===== config.mk =====
export PLATFORM = sky130hd
export DESIGN_NAME = tpr_retimer
export DESIGN_NICKNAME = d
export VERILOG_FILES = /design/src/tpr_pkg.sv /design/src/tpr_activity.sv /design/src/tpr_retimer.sv
export VERILOG_INCLUDE_DIRS = /design/src
export SDC_FILE = /design/constraint.sdc
export NUM_CORES = 1
export LEC_CHECK = 0
export ABC_AREA = 1
export BUFFER_PORTS_ARGS = -buffer_cell sky130_fd_sc_hd__buf_2
export CAP_MARGIN = 20
export CELL_PAD_IN_SITES_DETAIL_PLACEMENT = 1
export CELL_PAD_IN_SITES_GLOBAL_PLACEMENT = 2
export CORE_ASPECT_RATIO = 0.9
export CORE_MARGIN = 5
export CORE_UTILIZATION = 28
export DETAILED_ROUTE_END_ITERATION = 10
export GPL_TIMING_DRIVEN = 0
export PLACE_DENSITY_LB_ADDON = 0.1
export SLEW_MARGIN = 20
export SYNTH_ARGS = -nofsm -noshare
export SYNTH_HDL_FRONTEND = slang
export SYNTH_SLANG_ARGS = --single-unit

===== constraint.sdc =====
create_clock -name clk -period 2.1 [get_ports clk]
set_clock_uncertainty 0.05 [all_clocks]
set_input_delay 0.42 -clock clk [delete_from_list [all_inputs] [get_ports clk]]
set_output_delay 0.42 -clock clk [all_outputs]
set_load 0.02 [all_outputs]

===== src/tpr_cfg.svh =====
/*
  Constants for the timed pcm retimer: channel mode codes, output pulse
  widths and activity timeout counts, all in 125 MHz clock cycles.
  Assumes inclusion by bare name from the package and the modules.
*/
// Functional notes
// - retiming flip-flop updates only on falling edge of selected gate
// - flip-flop true output follows pcm, complement follows inverted pcm
// - 6/12-channel mode samples with the 576 kHz gate
// - 24-channel mode samples with the 1152 kHz gate
// - 48-channel mode samples with the 2304 kHz gate
// - dummy bits during active 576 kHz gate are dropped at trailing edge
// - true output feeds both pcm channels, complement feeds generator detector
// - pulse width 3.57 us, 1.736 us or 0.434 us per mode
// - generator activity flag while pulses are produced, shown on monitor G
// - channel one activity flag while pulsing, shown on monitor K
// - channel two identical to channel one, activity shown on monitor L
// - dummy-train detection disabled in 24 and 48 channel modes
// - three-position mode selector chooses gate routed to flip-flop
`ifndef TPR_CFG_SVH
`define TPR_CFG_SVH

// channel mode selector codes
`define TPR_MODE_12         2'h0
`define TPR_MODE_24         2'h1
`define TPR_MODE_48         2'h2

`define TPR_CLK_MHZ         125
// pulse widths in nanoseconds; cycles rounded down, never below 1
`define TPR_PW12_NS         3570
`define TPR_PW24_NS         1736
`define TPR_PW48_NS         434
`define TPR_CYC(ns)         ((((ns) * `TPR_CLK_MHZ) / 1000) < 1 ? 1 : \
                             (((ns) * `TPR_CLK_MHZ) / 1000))
`define TPR_PW12_CYC        `TPR_CYC(`TPR_PW12_NS)
`define TPR_PW24_CYC        `TPR_CYC(`TPR_PW24_NS)
`define TPR_PW48_CYC        `TPR_CYC(`TPR_PW48_NS)

// activity timeout: 16 bit periods of the slowest gate (576 kHz)
`define TPR_ACT_NS          27778
`define TPR_ACT_CYC         ((`TPR_ACT_NS * `TPR_CLK_MHZ + 999) / 1000)
`define TPR_CNT_W           12

`endif


===== src/tpr_pkg.sv =====
/*
  Types for the timed pcm retimer.
  Assumes tpr_cfg.svh is on the include path.
*/
`include "tpr_cfg.svh"

package tpr_pkg;
  typedef logic [1:0] tpr_mode_t;
  typedef logic [`TPR_CNT_W-1:0] tpr_cnt_t;
  // output pulse shaper states, one-hot
  typedef enum logic [1:0]
  {
    TPR_IDLE  = 2'h1,
    TPR_PULSE = 2'h2
  } tpr_pst_t;
endpackage


===== src/tpr_activity.sv =====
/*
  Retriggerable activity flag: set by every pulse, cleared after a quiet
  timeout.
  Assumes pulse input is synchronous to clk.
*/
`timescale 1ns/1ps
`include "tpr_cfg.svh"

module tpr_activity
(
  input  wire logic             clk,
  input  wire logic             nrst,
  input  wire logic             pulse,
  input  wire tpr_pkg::tpr_cnt_t timeout,
  output logic                  active
);
  import tpr_pkg::*;

  tpr_cnt_t cnt_q;
  tpr_cnt_t cnt_d;
  logic     act_q;
  logic     act_d;

  // ----------------------------------------------------------------
  // retrigger counter
  // ----------------------------------------------------------------
  // a pulse reloads the count, so a pulse in the last quiet cycle wins
  always_comb
  begin
    cnt_d = cnt_q;
    act_d = act_q;
    if (pulse)
    begin
      cnt_d = timeout;
      act_d = 1'b1;
    end
    else if (cnt_q != '0)
    begin
      cnt_d = cnt_q - tpr_cnt_t'(1);
      act_d = (cnt_q != tpr_cnt_t'(1));
    end
    else
    begin
      act_d = 1'b0;
    end
  end

  always_ff @(posedge clk)
  begin
    if (!nrst)
    begin
      cnt_q <= '0;
      act_q <= 1'b0;
    end
    else
    begin
      cnt_q <= cnt_d;
      act_q <= act_d;
    end
  end

  assign active = act_q;
endmodule


===== src/tpr_retimer.sv =====
/*
  Timed pcm retimer: samples stretched pcm on the trailing edge of the
  mode-selected timing gate, shapes two identical output pulse channels
  and keeps three activity flags for the service monitor.
  Assumes all inputs are synchronous to clk and the gates are well below
  the clock rate (at least a few clocks high and low).
*/
`timescale 1ns/1ps
`include "tpr_cfg.svh"

module tpr_retimer
(
  input  wire logic              clk,
  input  wire logic              nrst,
  input  wire tpr_pkg::tpr_mode_t channel_mode_selector,
  input  wire logic              gate_576,
  input  wire logic              gate_1152,
  input  wire logic              gate_2304,
  input  wire logic              pcm_stretched,
  input  wire logic              pcm_stretched_n,
  output logic                   gate_select_output,
  output logic                   dummy_detect_enable,
  output logic                   retimed_pcm,
  output logic                   retimed_pcm_n,
  output logic                   pcm_out_1,
  output logic                   pcm_out_2,
  output logic                   monitor_g,
  output logic                   monitor_k,
  output logic                   monitor_l
);
  import tpr_pkg::*;

  // ----------------------------------------------------------------
  // state
  // ----------------------------------------------------------------
  logic     gate_q,  gate_d;
  logic     gprev_q, gprev_d;
  logic     dde_q,   dde_d;
  logic     rt_q,    rt_d;
  logic     rtn_q,   rtn_d;
  logic     samp_q,  samp_d;
  tpr_cnt_t pw_q,    pw_d;
  tpr_pst_t pst_q,   pst_d;
  tpr_cnt_t pwc_q,   pwc_d;
  logic     out_q,   out_d;
  logic     genp_q,  genp_d;
  logic     act_g,   act_k,  act_l;
  logic     mon_q[3];
  logic     act[3];

  // ----------------------------------------------------------------
  // gate selection and sampling
  // ----------------------------------------------------------------
  // gate is registered before edge detection so the edge is clean and
  // aligned with the registered mode-dependent pulse width
  always_comb
  begin
    gate_d  = 1'b0;
    dde_d   = 1'b0;
    pw_d    = tpr_cnt_t'(`TPR_PW12_CYC);
    case (channel_mode_selector)
      `TPR_MODE_12:
      begin
        gate_d = gate_576;
        dde_d  = 1'b1;
        pw_d   = tpr_cnt_t'(`TPR_PW12_CYC);
      end
      `TPR_MODE_24:
      begin
        gate_d = gate_1152;
        dde_d  = 1'b0;
        pw_d   = tpr_cnt_t'(`TPR_PW24_CYC);
      end
      `TPR_MODE_48:
      begin
        gate_d = gate_2304;
        dde_d  = 1'b0;
        pw_d   = tpr_cnt_t'(`TPR_PW48_CYC);
      end
      default:
      begin
        gate_d = 1'b0;   // unused selector code holds the retimer still
        dde_d  = 1'b0;
        pw_d   = tpr_cnt_t'(`TPR_PW12_CYC);
      end
    endcase
    gprev_d = gate_q;
    samp_d  = gprev_q & ~gate_q;   // trailing edge of the selected gate
    rt_d    = rt_q;
    rtn_d   = rtn_q;
    // j-k action: set on pcm, clear on complement, hold when both low;
    // sampling at the gate fall skips dummy bits sent while it was high
    if (gprev_q && !gate_q)
    begin
      if (pcm_stretched && !pcm_stretched_n)
      begin
        rt_d  = 1'b1;
        rtn_d = 1'b0;
      end
      else if (!pcm_stretched && pcm_stretched_n)
      begin
        rt_d  = 1'b0;
        rtn_d = 1'b1;
      end
      else if (pcm_stretched && pcm_stretched_n)
      begin
        rt_d  = ~rt_q;   // both high toggles, as a j-k does
        rtn_d = rt_q;
      end
    end
  end

  always_ff @(posedge clk)
  begin
    if (!nrst)
    begin
      gate_q  <= 1'b0;
      gprev_q <= 1'b0;
      dde_q   <= 1'b0;
      pw_q    <= tpr_cnt_t'(`TPR_PW12_CYC);
      samp_q  <= 1'b0;
      rt_q    <= 1'b0;
      rtn_q   <= 1'b1;
    end
    else
    begin
      gate_q  <= gate_d;
      gprev_q <= gprev_d;
      dde_q   <= dde_d;
      pw_q    <= pw_d;
      samp_q  <= samp_d;
      rt_q    <= rt_d;
      rtn_q   <= rtn_d;
    end
  end

  // ----------------------------------------------------------------
  // output pulse shaper, shared by both channels
  // ----------------------------------------------------------------
  // one shaper drives both outputs so the channels stay identical
  always_comb
  begin
    pst_d  = pst_q;
    pwc_d  = pwc_q;
    out_d  = 1'b0;
    genp_d = samp_q & rtn_q;       // complement activity per sample
    case (pst_q)
      TPR_IDLE:
      begin
        if (samp_q && rt_q)
        begin
          pst_d = TPR_PULSE;
          pwc_d = pw_q - tpr_cnt_t'(1);
          out_d = 1'b1;
        end
      end
      TPR_PULSE:
      begin
        if (pwc_q == '0)
        begin
          pst_d = TPR_IDLE;
        end
        else
        begin
          pwc_d = pwc_q - tpr_cnt_t'(1);
          out_d = 1'b1;
        end
      end
      default:
      begin
        pst_d = TPR_IDLE;
        pwc_d = '0;
      end
    endcase
  end

  always_ff @(posedge clk)
  begin
    if (!nrst)
    begin
      pst_q  <= TPR_IDLE;
      pwc_q  <= '0;
      out_q  <= 1'b0;
      genp_q <= 1'b0;
    end
    else
    begin
      pst_q  <= pst_d;
      pwc_q  <= pwc_d;
      out_q  <= out_d;
      genp_q <= genp_d;
    end
  end

  // ----------------------------------------------------------------
  // activity flags for monitor inputs g, k and l
  // ----------------------------------------------------------------
  // channels k and l see the same pulse; each keeps its own flag
  tpr_activity u_act_g
  (
    .clk     (clk),
    .nrst    (nrst),
    .pulse   (genp_q | (samp_q & rt_q)),
    .timeout (tpr_cnt_t'(`TPR_ACT_CYC)),
    .active  (act_g)
  );

  tpr_activity u_act_k
  (
    .clk     (clk),
    .nrst    (nrst),
    .pulse   (out_q),
    .timeout (tpr_cnt_t'(`TPR_ACT_CYC)),
    .active  (act_k)
  );

  tpr_activity u_act_l
  (
    .clk     (clk),
    .nrst    (nrst),
    .pulse   (out_q),
    .timeout (tpr_cnt_t'(`TPR_ACT_CYC)),
    .active  (act_l)
  );

  assign act[0] = act_g;
  assign act[1] = act_k;
  assign act[2] = act_l;

  // registered copies so every output leaves from a flip-flop
  genvar gi;
  generate
    for (gi = 0; gi < 3; gi++)
    begin : g_mon
      always_ff @(posedge clk)
      begin
        if (!nrst)
          mon_q[gi] <= 1'b0;
        else
          mon_q[gi] <= act[gi];
      end
    end
  endgenerate

  // ----------------------------------------------------------------
  // outputs
  // ----------------------------------------------------------------
  assign gate_select_output  = gate_q;
  assign dummy_detect_enable = dde_q;
  assign retimed_pcm         = rt_q;
  assign retimed_pcm_n       = rtn_q;
  assign pcm_out_1           = out_q;
  assign pcm_out_2           = out_q;
  assign monitor_g           = mon_q[0];
  assign monitor_k           = mon_q[1];
  assign monitor_l           = mon_q[2];
endmodule


==> results.py <==
metrics = {
    "sta": {
        "drv_slew": 0,
        "fin_hold_ws_ns": 0.331,
        "fin_crit_sh_pct": 91.2,
        "hold_viol": 0,
        "setup_viol": 0,
        "min_period_ns": 1.91,
        "max_freq_mhz": 522,
        "final_critical_path_setup_slack_ns": 0.186,
        "tightestPinTransition_ns": 0.642,
        "slew_headroom_pct": 57.2,
        "rsz0062_at_grt": "false",
    },
    "detailed_routing": {
        "post_drt_wl_per_cell_um": 14.4,
        "routed_via_density": 4.58,
        "vias": 3346,
        "remaining_drc_errors": 0,
        "drt_iter0_drc": 117,
        "antenna_left": 0,
        "wirelength_um": 10500,
        "drtPass1Iterations": 4,
    },
    "worst_setup_path": {
        "crit_slowest_cell": "dfxtp_1",
        "worst-endpoint-required_ns": 2.25,
        "worstPathCellList": "inv_1 -> ha_1 -> buf_6 -> inv_6 -> nand2_1 -> nand2_2 -> inv_1 -> ha_2 -> nand3_1 -> xor2_1 -> nand2_1 -> a21oi_1",
        "crit_type": "register to register",
        "critPathMaxStageDelay_ns": 0.31,
        "crit_fanout": 8,
        "start_kind": "register",
        "cp.arrival_ns": 2.07,
        "cp-end-kind": "register",
    },
    "place": {
        "hpwl_um": 7910,
        "globalplace.congestion": 0.766,
        "io_buffers": 16,
        "dpl_cell_area_um2": 4040,
        "pre_cts_ws_ns": -0.145,
    },
    "cts": {
        "insertion_delay_ns": 0.34,
        "cts.path.max_buffers": 2,
        "cts_setup_buffers": 0,
        "cts.sink_count": 68,
        "cts_made_buffers": 9,
        "h-tree-depth": 3,
        "cts_tree": "done",
        "clk_pin_slew_ns": 0.06,
        "cts_root_buffer": "clkbuf_16",
    },
    "cells_and_area": {
        "multi_input_area_um2": 2040,
        "regArea_um2": 1360,
        "layout-drive-gt1-share_pct": 12.3,
        "nNetsFinal": 585,
        "fin_area_um2": 4360,
        "antenna_cells": 0,
        "fillers": 1672,
        "areaGrowthSynthToFinish_pct": 16.3,
    },
    "synth": {
        "async_flop_share_pct": 0,
        "ys_ff_latch": 68,
        "synthMostInstantiatedCell": "nand2_1",
        "ys.flop_type": "dfxtp_1",
        "synthesis.area_um2": 3750,
        "synth_area_leaders": "dfxtp_1 (36%), nand2_1 (14%), inv_1 (6.7%)",
        "syn_area_per_cell_um2": 7.05,
        "netlist.area_leader.share_pct": 36.3,
        "synth_edf_count": 0,
        "yosysTopAreaCell": "dfxtp_1",
        "yosys_warnings": 0,
        "seq_area_frac_synth_pct": 36.3,
        "synthCells": 532,
        "synth_commonest_cells": "nand2_1 (141), dfxtp_1 (68), inv_1 (67)",
        "syn-num-nets": 559,
        "ys_types": 39,
    },
    "outcome": {
        "status": "finished clean",
    },
    "power_and_ir_drop": {
        "power_density_nw_per_um2": 1300,
        "p_leak_nw": 2.09,
        "power_mw": 5.67,
        "vdd_drop_max_mv": 0.484,
    },
    "floorplanning": {
        "die_w_um": 132,
        "start_util_pct": 28.3,
        "die_area_um2": 15800,
        "die_y_um": 120,
        "rows": 40,
        "core-area_um2": 13300,
        "io_pins": 18,
    },
    "grt": {
        "grt_pass1_wl_um": 17900,
        "grt_max_degree": 12,
        "grt_usage_pct": 14.0,
        "overflow": 0,
        "antenna_found_initial": 0,
        "grt_pass1_vias": 3590,
    },
    "worst_hold_path": {
        "hold_class": "primary input to register",
    },
    "flow_run": {
        "cap_violations": 0,
    },
}
## power by group
group / leakage, nW / switching, mW / internal (mW)
Sequential: 0.558 / 0.232 / 1.58
Clock: 0.153 / 0.587 / 1.07
Combinational: 1.38 / 1.40 / 0.797
## stage by stage
step	TNS (ns)	instances	utilization, %
floorplan	0	532	-
global placement	-0.158	716	30.5
detailed placement	-0.279	716	30.5
CTS	0	731	32.9
global route	0	731	32.9
finish	0	731	32.9
## cell usage in the layout, fill, tap and decap left out, types with 3 or more instances in the layout
master	instances
nand2_4	5
a31oi_1	4
nand2_1	140
inv_1	67
nand4_1	12
nand3_2	3
nor2_1	66
nand3b_1	5
o21a_1	3
clkbuf_1	6
ha_1	17
nand3_1	23
xor2_1	14
nor2_2	8
a21oi_1	35
o21bai_1	3
o21ai_0	9
nand2_2	6
clkbuf_16	9
inv_2	3
nor3_1	9
dfxtp_1	68
buf_2	18
xnor2_1	5
## worst paths after layout
check	startpoint	to	slack, ns	cells past startpoint
hold / removal	pcm_stretched_n	retimed_pcm_n	0.33	3
setup / recovery	pst_q[0]	pwc_q[4]	0.19	12
setup reg to reg	pst_q[0]	pwc_q[4]	0.19	12
hold reg to reg	u_act_g.active	mon_q[0]	0.36	2
## critical path: cells and delay by family, from the launching register on
family                   cells  cell delay [ns]
AND/OR/NAND/NOR              4             0.36
AO/OA/AOI/OAI                1             0.05
buffers and inverters        4             0.40
XOR/XNOR                     1             0.15
flip-flops                   1             0.31
adder cells (fa/ha/maj)      2             0.46
## what timing repair did
action	CTS	global route
hold buffers	0	0
gates resized for setup	1	1
endpoints found under the setup margin	5	2
## cell families after synthesis
logic type / count (synthesis) / synth area share [%]
and+or+nand+nor: 283 / 34.4
AOI/OAI and AO/OA: 61 / 9.48
DFF: 68 / 36.3
buffers and inverters: 83 / 9.34
xor gates and xnor gates: 19 / 4.44
adders and majority gates: 18 / 6.01
## layout make-up
class / instances / share of cell area (%)
clock inverter: 4 / 1.66
buffer: 11 / 1.72
tap: 168 / 4.82
multi-input combinational: 381 / 46.9
sequential: 68 / 31.2
inverter: 71 / 6.23
timing repair buffer: 16 / 1.84
clock buffer: 12 / 5.65
## state kept, by name, summed over array words and instances (netlist names), 2 cells and up
register / flops
pw_q: 4
u_act_l.cnt_q: 12
pst_q: 2
pwc_q: 12
u_act_k.cnt_q: 12
mon_q: 3
u_act_g.cnt_q: 12
## routing by layer
| metal | GRT usage (%) | up-vias | routed length (um) |
|---|---|---|---|
| met5 | 0 | - | 0 |
| met4 | 4.43 | 0 | 169 |
| met3 | 3.39 | 13 | 254 |
| met2 | 23.2 | 23 | 4870 |
| met1 | 18.0 | 1581 | 5210 |
| li1 | - | 1729 | - |
Note: power is estimated with default switching activity, not from simulation.
